## config.mk

```make
export PLATFORM = sky130hd
export DESIGN_NAME = cfcg_top
export DESIGN_NICKNAME = d
export VERILOG_FILES = /design/src/shared/cfcg_pkg.sv /design/src/cfcg_top.sv
export SDC_FILE = /design/constraint.sdc
export NUM_CORES = 2
export LEC_CHECK = 0
export ABC_CLOCK_PERIOD_IN_PS = 31300
export BUFFER_PORTS_ARGS = -buffer_cell sky130_fd_sc_hd__buf_2
export CORE_ASPECT_RATIO = 0.9
export CORE_MARGIN = 1.5
export CORE_UTILIZATION = 32
export CTS_CLUSTER_DIAMETER = 50
export CTS_CLUSTER_SIZE = 16
export DETAILED_ROUTE_END_ITERATION = 8
export GPL_ROUTABILITY_DRIVEN = 0
export PLACE_DENSITY = 0.56
export SLEW_MARGIN = 0
export SYNTH_ARGS = -nofsm -noshare
export SYNTH_HDL_FRONTEND = slang
export SYNTH_SLANG_ARGS = --single-unit
```

## constraint.sdc

```tcl
create_clock -name clk -period 31.3 [get_ports clk]
set_clock_uncertainty 0.1 [all_clocks]
set_input_delay 3.13 -clock clk [delete_from_list [all_inputs] [get_ports clk]]
set_output_delay 3.13 -clock clk [all_outputs]
set_load 0.05 [all_outputs]
```

## src/shared/cfcg_pkg.sv

```systemverilog
package cfcg_pkg;
  // register byte offsets
  localparam logic [7:0] OFF_CTRL = 8'h00;
  localparam logic [7:0] OFF_EXPECT = 8'h04;
  localparam logic [7:0] OFF_STATUS = 8'h08;
  localparam logic [7:0] OFF_LINES = 8'h0C;
  localparam logic [7:0] OFF_WIDTH = 8'h10;
  localparam logic [7:0] OFF_OVERRUN = 8'h14;
  localparam logic [7:0] OFF_IMGCNT = 8'h18;
  // control field positions
  localparam int CTRL_REQ = 0;
  localparam int CTRL_FVDONE = 1;
  localparam int CTRL_HWCONT = 2;
  localparam int CTRL_DVUSE = 3;
  localparam int CTRL_CONT = 4;
  localparam int CTRL_EXPOSE = 5;
  // status field positions
  localparam int STAT_BUSY = 0;
  localparam int STAT_ARMED = 1;
  localparam int STAT_DROP = 2;
  localparam int STAT_PEND_LO = 8;
  // reset values
  localparam logic [31:0] EXPECT_RST = 32'h0000_0400;
  localparam logic [3:0] CTRL_RST = 4'h0;
  // capture states
  typedef enum logic [1:0] {ST_IDLE, ST_ARM, ST_CAPT, ST_OVR} cfcg_state_e;
endpackage

```

## src/cfcg_top.sv

```systemverilog
// small fifo with a registered head so the read side sees flops only
module cfcg_fifo import cfcg_pkg::*; #(
  parameter int W = 17,
  parameter int DEPTH = 32
) (
  // clock and reset
  input wire logic clk,
  input wire logic sys_rst,
  // fill side
  input wire logic in_valid,
  output logic in_ready,
  input wire logic [W-1:0] in_data,
  // drain side
  output logic out_valid,
  input wire logic out_ready,
  output logic [W-1:0] out_data
);
  localparam int AW = $clog2(DEPTH);
  if (DEPTH < 2 || (1 << AW) != DEPTH || W < 1) begin : g_bad
    $error("fifo depth must be a power of two of at least 2");
  end
  logic [W-1:0] mem [DEPTH];        // storage flops
  logic [AW-1:0] wp_r, rp_r;        // pointers
  logic [AW:0] cnt_r;               // stored entries
  logic ovld_r;                     // head register valid
  logic [W-1:0] odat_r;             // head register data
  wire do_wr = in_valid & in_ready;
  wire load = (cnt_r != '0) & (~ovld_r | out_ready);
  wire pop_only = out_ready & ovld_r & ~load;
  assign in_ready = (cnt_r != (AW+1)'(DEPTH));
  assign out_valid = ovld_r;
  assign out_data = odat_r;
  // write into storage; no reset, the count says what is valid
  always_ff @(posedge clk) begin
    if (do_wr) mem[wp_r] <= in_data;
  end
  // pointers and entry count
  always_ff @(posedge clk or posedge sys_rst) begin
    if (sys_rst) begin
      wp_r <= '0;
      rp_r <= '0;
      cnt_r <= '0;
    end else begin
      if (do_wr) wp_r <= wp_r + AW'(1);
      if (load) rp_r <= rp_r + AW'(1);
      cnt_r <= cnt_r + (AW+1)'(do_wr) - (AW+1)'(load);
    end
  end
  // head register: refilled as soon as it drains
  always_ff @(posedge clk or posedge sys_rst) begin
    if (sys_rst) begin
      ovld_r <= 1'b0;
      odat_r <= '0;
    end else if (load) begin
      ovld_r <= 1'b1;
      odat_r <= mem[rp_r];
    end else if (pop_only) begin
      ovld_r <= 1'b0;
    end
  end
endmodule // cfcg_fifo

// What this block does
// RL1 - start storing at frame-valid rise after request
// RL2 - without frame-end option, end by pixel count
// RL3 - frame-end option ends image at frame-valid fall, except in hw continuous mode
// RL4 - excess data continues into next buffer
// RL5 - continuous mode: first request, then frame-valid rise
// RL6 - continuous mode: later frames by count only
// RL7 - accept pixel only with line/data valid
// RL8 - report overrun bytes, zero when none
// RL9 - expose trigger only while continuous active
// RL10 - software sets up at least one buffer
// RL11 - record lines transferred last acquisition
// RL12 - record pixels in last completed line (code also records a partial line when the image ends mid-line)
// RL13 - one-cycle image-complete pulse at image end
module cfcg_top import cfcg_pkg::*; #(
  parameter int PW = 16,   // pixel width
  parameter int CW = 24,   // counter width
  parameter int BPP = 2,   // bytes per pixel for overrun figure
  parameter int DEPTH = 32 // fifo depth
) (
  // clock and reset
  input wire logic clk,
  input wire logic sys_rst,
  // apb slave
  input wire logic psel,
  input wire logic penable,
  input wire logic pwrite,
  input wire logic [7:0] paddr,
  input wire logic [31:0] pwdata,
  output logic [31:0] prdata,
  output logic pready,
  output logic pslverr,
  // camera pins
  input wire logic cam_fval,
  input wire logic cam_lval,
  input wire logic cam_dval,
  input wire logic [PW-1:0] cam_data,
  output logic cam_expose,
  // dma side
  output logic dma_valid,
  input wire logic dma_ready,
  output logic [PW-1:0] dma_data,
  output logic dma_last,
  output logic img_done
);
  if (PW < 1 || PW > 31 || CW < 8 || CW > 32 || BPP < 1 || BPP > 4) begin : g_bad
    $error("unsupported pixel or counter width");
  end
  localparam int SW = PW + 3;
  // unsigned zero-extend to a bus word
  function automatic logic [31:0] zx(input logic [CW-1:0] v);
    return {{(32-CW){1'b0}}, v};
  endfunction
  logic [SW-1:0] s1_r, s2_r, s3_r;  // three stages, s1 feeds s2 only
  logic fv_r, lv_r, dv_r;           // filtered qualifiers
  logic fv_d_r, lv_d_r;             // previous filtered values
  logic [PW-1:0] pix_r;             // data aligned with filtered qualifiers
  // a change is taken once stages two and three agree
  always_ff @(posedge clk or posedge sys_rst) begin
    if (sys_rst) begin
      {s3_r, s2_r, s1_r} <= '0;
    end else begin
      {s3_r, s2_r, s1_r} <= {s2_r, s1_r, cam_fval, cam_lval, cam_dval, cam_data};
    end
  end
  wire [2:0] q_agree = s2_r[SW-1:PW] ~^ s3_r[SW-1:PW];
  // filter stage: each qualifier moves only on agreement
  always_ff @(posedge clk or posedge sys_rst) begin
    if (sys_rst) begin
      {fv_r, lv_r, dv_r} <= 3'h0;
      {fv_d_r, lv_d_r} <= 2'h0;
      pix_r <= '0;
    end else begin
      if (q_agree[2]) fv_r <= s3_r[SW-1];
      if (q_agree[1]) lv_r <= s3_r[SW-2];
      if (q_agree[0]) dv_r <= s3_r[SW-3];
      {fv_d_r, lv_d_r} <= {fv_r, lv_r};
      pix_r <= s3_r[PW-1:0];
    end
  end
  wire fv_rise = fv_r & ~fv_d_r;
  wire fv_fall = ~fv_r & fv_d_r;
  wire lv_fall = ~lv_r & lv_d_r;
  logic fvd_en_r, hw_en_r, dvu_en_r, cont_en_r; // control bits
  logic [CW-1:0] expect_r;                      // expected pixels per image
  logic [7:0] pend_r;                           // queued requests
  logic drop_r;                                 // pixel lost to full fifo, sticky
  logic [CW-1:0] lines_last_r, width_last_r, ovr_last_r, imgcnt_r; // last image results and image counter
  logic pready_r, pslverr_r, expose_r;
  logic [31:0] prdata_r;
  cfcg_state_e st_r, st_nxt;
  wire acc = psel & penable;
  wire wr_ok = acc & pready_r & pwrite & ~pslverr_r;
  wire hit_ctrl = (paddr == OFF_CTRL);
  wire hit_exp = (paddr == OFF_EXPECT);
  wire hit_stat = (paddr == OFF_STATUS);
  wire mapped = hit_ctrl | hit_exp | hit_stat | (paddr == OFF_LINES) |
                (paddr == OFF_WIDTH) | (paddr == OFF_OVERRUN) | (paddr == OFF_IMGCNT);
  wire req_wr = wr_ok & hit_ctrl & pwdata[CTRL_REQ];
  wire exp_wr = wr_ok & hit_ctrl & pwdata[CTRL_EXPOSE];
  wire drop_clr = wr_ok & hit_stat & pwdata[STAT_DROP];
  wire [31:0] stat_word = {16'h0000, pend_r, 5'h00, drop_r, (st_r == ST_ARM), (st_r != ST_IDLE)};
  wire [31:0] ctrl_word = {27'h0, cont_en_r, dvu_en_r, hw_en_r, fvd_en_r, 1'b0};
  wire [31:0] rd_mux = hit_ctrl ? ctrl_word :
                       hit_exp ? zx(expect_r) :
                       hit_stat ? stat_word :
                       (paddr == OFF_LINES) ? zx(lines_last_r) :
                       (paddr == OFF_WIDTH) ? zx(width_last_r) :
                       (paddr == OFF_OVERRUN) ? zx(ovr_last_r) :
                       (paddr == OFF_IMGCNT) ? zx(imgcnt_r) : 32'h0000_0000;
  // apb answer: one wait state, error on unmapped address; the expose pulse
  // is refused outside continuous acquisition
  always_ff @(posedge clk or posedge sys_rst) begin
    if (sys_rst) begin
      pready_r <= 1'b0;
      pslverr_r <= 1'b0;
      prdata_r <= '0;
      expose_r <= 1'b0;
    end else begin
      pready_r <= acc & ~pready_r;
      pslverr_r <= acc & ~pready_r & ~mapped;
      prdata_r <= (acc & ~pready_r & ~pwrite) ? rd_mux : 32'h0000_0000;
      expose_r <= exp_wr & cont_en_r; // RL9
    end
  end
  // software-written configuration
  always_ff @(posedge clk or posedge sys_rst) begin
    if (sys_rst) begin
      {cont_en_r, dvu_en_r, hw_en_r, fvd_en_r} <= CTRL_RST;
      expect_r <= EXPECT_RST[CW-1:0];
    end else if (wr_ok & hit_ctrl) begin
      {cont_en_r, dvu_en_r, hw_en_r, fvd_en_r} <= pwdata[CTRL_CONT:CTRL_FVDONE];
    end else if (wr_ok & hit_exp) begin
      expect_r <= pwdata[CW-1:0];
    end
  end
  logic [CW-1:0] pix_cnt_r, line_pix_r, line_cnt_r, ovr_cnt_r; // capture counters
  logic done_r, fifo_rdy; // completion pulse, fifo space
  wire active = (st_r == ST_CAPT) | (st_r == ST_OVR);
  wire qual = lv_r & (dv_r | ~dvu_en_r);          // RL7
  wire accept = active & qual;
  wire push = accept & fifo_rdy;                    // full fifo drops the pixel
  wire [CW-1:0] pix_inc = pix_cnt_r + CW'(1);
  wire cnt_hit = (st_r == ST_CAPT) & push & (pix_inc == expect_r); // RL2
  wire fv_hit = (st_r == ST_CAPT) & fv_fall & fvd_en_r & ~hw_en_r;   // RL3
  wire img_end = cnt_hit | fv_hit;
  wire start = (st_r == ST_ARM) & fv_rise;          // RL1 RL5
  wire [CW-1:0] lp_nxt = push ? line_pix_r + CW'(1) : line_pix_r;
  wire line_end = active & lv_fall & (line_pix_r != '0);
  // next capture state
  always_comb begin
    st_nxt = st_r;
    case (st_r)
      ST_IDLE: if (pend_r != 8'h00) st_nxt = ST_ARM;
      ST_ARM: if (start) st_nxt = ST_CAPT; // RL1
      ST_CAPT: begin
        if (img_end) begin
          if (hw_en_r) st_nxt = ST_CAPT;               // RL6
          else if (fv_r & ~fv_hit) st_nxt = ST_OVR;    // RL4
          else if (pend_r != 8'h00) st_nxt = ST_ARM;
          else st_nxt = ST_IDLE;
        end
      end
      ST_OVR: begin
        // excess keeps flowing out until the frame closes
        if (~fv_r) st_nxt = (pend_r != 8'h00) ? ST_ARM : ST_IDLE;
      end
      default: st_nxt = ST_IDLE;
    endcase
  end
  // state and request queue; a request and a start together cancel out
  always_ff @(posedge clk or posedge sys_rst) begin
    if (sys_rst) begin
      st_r <= ST_IDLE;
      pend_r <= 8'h00;
    end else begin
      st_r <= st_nxt;
      if (req_wr & ~start & (pend_r != 8'hFF)) pend_r <= pend_r + 8'h01;
      else if (start & ~req_wr) pend_r <= pend_r - 8'h01;
    end
  end
  // pixel counter, restarted per image
  always_ff @(posedge clk or posedge sys_rst) begin
    if (sys_rst) begin
      pix_cnt_r <= '0;
    end else if (start | img_end) begin
      pix_cnt_r <= '0;
    end else if (push & (st_r == ST_CAPT)) begin
      pix_cnt_r <= pix_inc;
    end
  end
  // line bookkeeping for line scan use
  always_ff @(posedge clk or posedge sys_rst) begin
    if (sys_rst) begin
      line_pix_r <= '0;
      line_cnt_r <= '0;
      width_last_r <= '0;
      lines_last_r <= '0;
    end else if (img_end) begin
      lines_last_r <= line_cnt_r + CW'(lp_nxt != '0); // RL11
      if (lp_nxt != '0) width_last_r <= lp_nxt;       // RL12
      line_pix_r <= '0;
      line_cnt_r <= '0;
    end else if (line_end) begin
      width_last_r <= line_pix_r; // RL12
      line_cnt_r <= line_cnt_r + CW'(1);
      line_pix_r <= '0;
    end else if (start) begin
      line_pix_r <= '0;
      line_cnt_r <= '0;
    end else begin
      line_pix_r <= lp_nxt;
    end
  end
  // overrun: bytes past the expected count, zero when the frame ended on time
  always_ff @(posedge clk or posedge sys_rst) begin
    if (sys_rst) begin
      ovr_cnt_r <= '0;
      ovr_last_r <= '0;
    end else if (img_end) begin
      ovr_cnt_r <= '0;
      ovr_last_r <= '0; // RL8
    end else if (st_r == ST_OVR) begin
      if (push) ovr_cnt_r <= ovr_cnt_r + CW'(BPP); // RL4
      if (~fv_r) ovr_last_r <= ovr_cnt_r;          // RL8
    end
  end
  // completion pulse, image counter, lost-pixel flag (set beats clear)
  always_ff @(posedge clk or posedge sys_rst) begin
    if (sys_rst) begin
      done_r <= 1'b0;
      imgcnt_r <= '0;
      drop_r <= 1'b0;
    end else begin
      done_r <= img_end; // RL13
      if (img_end) imgcnt_r <= imgcnt_r + CW'(1);
      if (accept & ~fifo_rdy) drop_r <= 1'b1;
      else if (drop_clr) drop_r <= 1'b0;
    end
  end
  // fifo head: last flag and pixel, straight from the head register
  logic [PW:0] fifo_q;
  cfcg_fifo #(.W(PW + 1), .DEPTH(DEPTH)) u_fifo (
    .clk(clk),
    .sys_rst(sys_rst),
    .in_valid(push),
    .in_ready(fifo_rdy),
    .in_data({cnt_hit, pix_r}),
    .out_valid(dma_valid),
    .out_ready(dma_ready),
    .out_data(fifo_q)
  );
  assign {dma_last, dma_data} = fifo_q;
  assign img_done = done_r;
  assign cam_expose = expose_r;
  assign prdata = prdata_r;
  assign pready = pready_r;
  assign pslverr = pslverr_r;
endmodule // cfcg_top

```

# After elaboration in Yosys (flattened, before gate mapping)
# Memories as Yosys holds them, arrays and structs flattened. A register that Yosys moved wholly into a read port is not among the register bits.
# Cells that the tools add are included.
dict set report totals {
  word_cells 192
  ramBits 544
  reg_bits 354
  output_inout_bits 54
  input_bits 65
  memories 1
}
# name depth width rd rd_clocked_by_memory_dff write_ports line
set mem_list {}
lappend mem_list {u_fifo.mem 32 17 1 1 1 cfcg_top.sv:22} ;# logic [W-1:0] mem [DEPTH];
dict set report classes {
  muxes 42
  bitwise_logic 65
  reduce_logical 20
  n_addsub 12
  n_eq_ne 18
}
# op count
set op_table {}
lappend op_table {{$mux W24} 26}
lappend op_table {{$add A24 B1 Y24 const B} 4}
lappend op_table {{$reduce_bool A24 Y1} 2}
lappend op_table {{$and A1 B1 Y1} 37}
lappend op_table {{$add A24 B1 Y24} 1}
lappend op_table {{$add A24 B2 Y24 const B} 1}
lappend op_table {{$eq A24 B24 Y1} 1}
lappend op_table {{$eq A8 B5 Y1 const B} 3}
lappend op_table {{$eq A8 B4 Y1 const B} 2}
lappend op_table {{$mux W8} 2}
lappend op_table {{$not A1 Y1} 16}
lappend op_table {{$reduce_bool A2 Y1} 8}
lappend op_table {{$mux W2} 6}
lappend op_table {{$or A1 B1 Y1} 11}
lappend op_table {{$add A5 B1 Y5 const B} 2}
lappend op_table {{$add A8 B1 Y8 const B} 1}
lappend op_table {{$eq A8 B3 Y1 const B} 1}
lappend op_table {{$logic_not A8 Y1} 1}
lappend op_table {{$ne A8 B8 Y1 const B} 1}
lappend op_table {{$pmux W2 S4} 1}
lappend op_table {{$reduce_and A2 Y1} 4}
lappend op_table {{$reduce_bool A8 Y1} 1}
lappend op_table {{$sub A8 B1 Y8 const B} 1}
lappend op_table {{$mux W1} 7}
lappend op_table {{other kinds (12)} 17}

# Depth between registers and ports, before layout
dict set report depth {
  ltp_word 11
  mapped_depth 20
  mapped_depth_nobuf 18
}

# Modules after synthesis
# Synthesis repeated with hierarchy kept, for this count alone.
dict set report hier_totals {
  cells_unflattened 2709
  area_unflattened_um2 38600.8
}
# module seq_area_each_um2 instances cells_each area_per_inst_um2
set by_module_without_submodules {}
lappend by_module_without_submodules {cfcg_fifo 17186.5 1 1112 22487.8}
lappend by_module_without_submodules {cfcg_top 8409.3 1 1597 16113.0}

# Worst setup path after synthesis
# No wires, ideal clock.
dict set report synth_timing {
  path_kind {input to register}
  from {input paddr[1]}
  to {register pend_r[7]}
  setup_slack_ns 24.777
  cell_stages 16
  t_arrival_ns 6.344
  n_path_buf 1
  cell_sequence {nor3_1 nand2_1 nor4_1 nor2b_1 clkbuf_1 o2111ai_1 ha_1 a21o_1 a21oi_1 nor2b_1 o21a_1 o21ai_0 nand2b_1 a21oi_1 mux2i_1 xor2_1}
}
dict set report synth_via {
  elab_chain_len 6
}
# element line
set synth_rtl {}
lappend synth_rtl {{start: declaration} cfcg_top.sv:90} ;# input wire logic [7:0] paddr,
lappend synth_rtl {{$logic_not A8 Y1 (*)} cfcg_top.sv:156} ;# wire hit_ctrl = (paddr == OFF_CTRL);
lappend synth_rtl {{$and A1 B1 Y1 (*) (2 in a row)} cfcg_top.sv:161} ;# wire req_wr = wr_ok & hit_ctrl & pwdata[CTRL_REQ];
lappend synth_rtl {{$and A1 B1 Y1 / $not A1 Y1 (equally long branches)} {cfcg_top.sv:240, cfcg_top.sv:241}}
lappend synth_rtl {{$and A1 B1 Y1 (on tied branches)} {cfcg_top.sv:240, cfcg_top.sv:241}}
lappend synth_rtl {{$mux W8 / $reduce_bool A2 Y1 (equally long branches)} --}
lappend synth_rtl {{end signal: assignment} cfcg_top.sv:240} ;# if (req_wr & ~start & (pend_r != 8'hFF)) pend_r <= pend_r + 8'h01;
lappend synth_rtl {{end signal: assignment} cfcg_top.sv:241} ;# else if (start & ~req_wr) pend_r <= pend_r - 8'h01;
lappend synth_rtl {{end: declaration} cfcg_top.sv:148} ;# logic [7:0] pend_r;
# Mark *: on every way between the ends. The rest lies on a longest branch, timed or not.
# A chain may end at the register's enable or synchronous reset.

# Final worst setup path
# Ends and elaborated chain as after synthesis.

==> summary.md <==
| Metric | Value |
|---|---|
| Result of the run | `finished clean` |
| Number of levels in the clock H-tree | `3` |
| Average wire length per cell after detail routing | `21.4 um` |
| Share of the cycle needed by the critical path after routing | `0.209` |
| Post-detailed-placement half-perimeter wirelength | `56.9 mm` |
| Worst min-delay path category | `reg -> reg` |
| Drc violations | `0` |
| Cell area after layout | `0.0441 sq mm` |
| Max capacitance violation total | `0` |
| Post-synthesis simple-gate area fraction | `0.0855` |
| Critical Path Start Type | `primary input` |
| Number of instances in the synthesized netlist | `2565` |
| Area fraction in compound gates after synthesis | `0.0417` |
| Fraction of synthesized area in multiplexers | `0.136` |
| Count of boundary I/O pins | `119` |
| Total global routing track utilization | `0.152` |
| Unrepaired setup endpoints after global routing | `no` |
| Sinks on the clock net | `913` |
| Predominant post-synthesis flop cell | `edfxtp_1` |
| Floorplan Core Area | `0.119 sq mm` |
| Xor/xnor share of the synthesized area | `0.0411` |
| Violation count after the first detailed-routing iteration | `1912` |
| Antenna violations before repair | `4` |
| Leakage power | `0.0164 uW` |
| Delay-heaviest family, CP | `compound AO/OA/AOI/OAI gates` |
| Overflow after GRT | `0` |
| Dominant combinational cell family by area after synthesis | `multiplexers` |
| Number of buffers inserted for hold repair after clock tree synthesis | `0` |
| Antenna fix cells | `0` |
| DIE HEIGHT | `332 um` |
| Setup violations, final | `0` |
| Combined buffer and inverter count along the critical path | `2` |
| Die Footprint | `0.122 sq mm` |
| Number of failing hold endpoints at the final stage | `0` |
| Number of setup buffers added after CTS | `0` |
| Cts repair resizes | `0` |
| Via count | `21700` |
| Final-stage net count | `2755` |
| Cells along the critical path | `buf_2, nor3_1, nand2_1, nor4_1, nor2b_1, buf_4, o2111ai_1, ha_1, a21o_1, a21oi_1, nor2b_1, o21a_1, o21ai_0, nand2b_1, a21oi_1, mux2i_1, xor2_1` |
| Maximum clock frequency | `0.153 GHz` |
| Category of the most critical setup path | `in -> reg` |
| Horizontal extent of the die | `369 um` |
| Area share of the largest cell type after synthesis | `0.424` |
| Post-synthesis cell type with the largest combined area | `edfxtp_1` |
| Fillers | `11200` |
| Standard-cell rows | `120` |
| Vias per std cell | `5.01` |
| Routed Wire Length | `92.6 mm` |
| Number of library cell types mapped by synthesis | `71` |
| CP Data Required Time | `31.82 ns` |
| Share of the yosys chip area belonging to registers | `0.664` |
| Area grow syn2layout | `14.7%` |
| VDD IR max | `0.120 mV` |
| Clock slew at reported path FFs | `0.07 ns` |
| Summed negative setup slack over all endpoints | `0 ns` |
| Cells taking the most area after synthesis | `edfxtp_1 (42%), dfrtp_1 (24%), mux4_2 (9.9%)` |
| Most common cell in the netlist | `edfxtp_1` |
| Final-report max-slew violation count | `0` |
| Share of flip-flops with an asynchronous set or reset after synthesis | `0.404` |
| Leading cell types by count after synthesis | `edfxtp_1 (544), dfrtp_1 (368), nor2_1 (211), nand2_1 (200), mux4_2 (170)` |
| Share of layout cells above drive strength 1 | `0.230` |
| Number of nets with antenna violations after detailed routing | `0` |
| Highest net fanout along the worst path | `9` |
| Global-route wire length before repair | `141 mm` |
| Crit path max-delay cell type | `nor4_1` |
| Clock insertion delay at the later pin of the skew report | `0.70 ns` |
| Adder-cell share of the synthesized area | `0.0109` |
| TritonCTS clock tree | `done` |
| Number of standard cells in the layout, taps in and fillers out | `4323` |
| Number of warnings reported in the yosys synthesis log | `0` |
| Max transition margin | `0.229` |
| Signal arrival time at the worst endpoint | `7.06 ns` |
| Pwr dens | `74.3 mW/mm^2` |
| TritonCTS Buffers | `92` |
| Instance area at placement | `0.0410 sq mm` |
| Bufs on Longest Clock Path | `3` |
| Via count of the first global-routing pass | `21600` |
| Number of enable flip-flop cells after synthesis | `544` |
| Largest net degree at the start of global routing | `137` |
| Pre-Repair DR Iteration Count | `8` |
| Slew at the pin closest to its max-slew limit | `1.16 ns` |
| Synth Register Bits | `913` |
| Starting utilization of the core area | `0.323` |
| Avg Synthesized Cell Area | `15.0 sq um` |
| Minimum clock period after layout | `6.54 ns` |
| Post-Synthesis Cell Area | `0.0385 sq mm` |
| Number of placed instances with taps included | `4152` |
| Slowest Stage Delay on Critical Path | `0.55 ns` |
| Endpoint class of the critical path | `register` |
| Count of input and output buffers | `102` |
| Util after Layout | `0.370` |
| CTS Root Buffer Type | `clkbuf_16` |
-- sequential cells by signal, indices dropped and copies added (netlist names), 2 cells and up --
name             cells
s3_r                19
pix_cnt_r           24
u_fifo.wp_r          5
pend_r               8
width_last_r        24
u_fifo.out_data     17
s1_r                19
prdata              24
expect_r            24
ovr_last_r          23
u_fifo.rp_r          5
st_r                 2
pix_r               16
ovr_cnt_r           23
line_cnt_r          24
s2_r                19
line_pix_r          24
u_fifo.cnt_r         6
imgcnt_r            24
u_fifo.mem         544
lines_last_r        24
-- power by group --
group / switching [uW] / internal (uW) / total [uW]
combinational: 400 / 329 / 729
sequential: 73.2 / 1340 / 1420
clock: 513 / 624 / 1140
total: 986 / 2300 / 3280
-- placed cells by master, fill, tap and decap left out, types with 7 or more instances in the layout --
| cell type | n |
|---|---|
| mux2i_1 | 41 |
| nor3_1 | 21 |
| o21ai_0 | 66 |
| edfxtp_1 | 544 |
| nor2_2 | 33 |
| clkinv_2 | 8 |
| or2_2 | 9 |
| nand2b_1 | 7 |
| buf_4 | 55 |
| nor2b_1 | 11 |
| clkinv_4 | 8 |
| buf_2 | 102 |
| nand3_1 | 66 |
| a22o_1 | 10 |
| inv_8 | 14 |
| xnor2_1 | 103 |
| nand4_1 | 45 |
| and4_1 | 21 |
| ha_1 | 28 |
| clkbuf_16 | 94 |
| nand2_1 | 200 |
| clkbuf_1 | 14 |
| a222oi_1 | 16 |
| conb_1 | 8 |
| nor2_1 | 176 |
| inv_1 | 29 |
| o21bai_1 | 15 |
| nor4_1 | 23 |
| dfrtp_1 | 364 |
| mux4_2 | 170 |
| inv_6 | 10 |
| and2_1 | 18 |
| and3_1 | 21 |
| mux2_4 | 19 |
| a31oi_1 | 10 |
| or3_1 | 13 |
| xor2_1 | 75 |
| a21oi_1 | 95 |
| mux2_2 | 62 |
-- logic make-up (layout without fill, tap and decap cells) --
logic type               count (synthesis)  count (layout)
XOR/XNOR                               179             179
multiplexers                           292             292
adder cells (fa/ha/maj)                 33              33
flip-flops                             913             913
AND/OR/NAND/NOR                        693             693
buffers and inverters                  197             362
other                                    1               8
AO/OA/AOI/OAI                          257             257
-- worst register-to-register path: cells and delay by family (launching register included) --
| kind | cells | cell delay, ns |
|---|---|---|
| AND/OR/NAND/NOR | 10 | 3.11 |
| flip-flops | 1 | 0.35 |
| adder cells (fa/ha/maj) | 2 | 0.50 |
| XOR/XNOR | 1 | 0.16 |
| AO/OA/AOI/OAI | 3 | 0.57 |
| buffers and inverters | 1 | 0.06 |
| multiplexers | 1 | 0.19 |
-- final timing paths --
kind                       slack, ns            start  cells after the start                to
max                            24.76         paddr[1]                     17         pend_r[7]
min                             0.21          s2_r[9]                      0           s3_r[9]
max reg2reg                    26.13  u_fifo.cnt_r[2]                     18  lines_last_r[19]
min reg2reg                     0.21          s2_r[9]                      0           s3_r[9]
max in group asynchronous      27.04          sys_rst                      3    u_fifo.rp_r[1]
min in group asynchronous       2.46          sys_rst                      2           s1_r[4]
-- per-layer routing --
metal / wire (um) / up-vias / GRT usage
met5: 0 / - / 0
met4: 1580 / 0 / 0.0354
met3: 5000 / 109 / 0.0259
met2: 42600 / 577 / 0.234
met1: 43500 / 11200 / 0.222
li1: - / 9792 / -
-- per-stage QoR --
step,total power (uW),hold WS (ns),worst slack [ns]
after CTS,3330,0.216,24.85
after detailed placement,2180,0.235,24.11
after global placement,2180,0.233,24.09
final,3280,0.209,24.76
after global routing,3430,0.217,24.38
after floorplan,1960,0.231,17.83
-- layout make-up --
cell class / count / area, sq um / area share
Clock inverter: 60 / 737 / 0.0167
Tap cell: 1586 / 1980 / 0.0449
Timing Repair Buffer: 159 / 963 / 0.0218
Clock buffer: 111 / 2450 / 0.0554
Sequential cell: 913 / 25600 / 0.579
Multi-Input combinational cell: 1462 / 12300 / 0.279
Inverter: 32 / 128 / 0.00289
No activity file was read; power rests on OpenSTA's default activity.
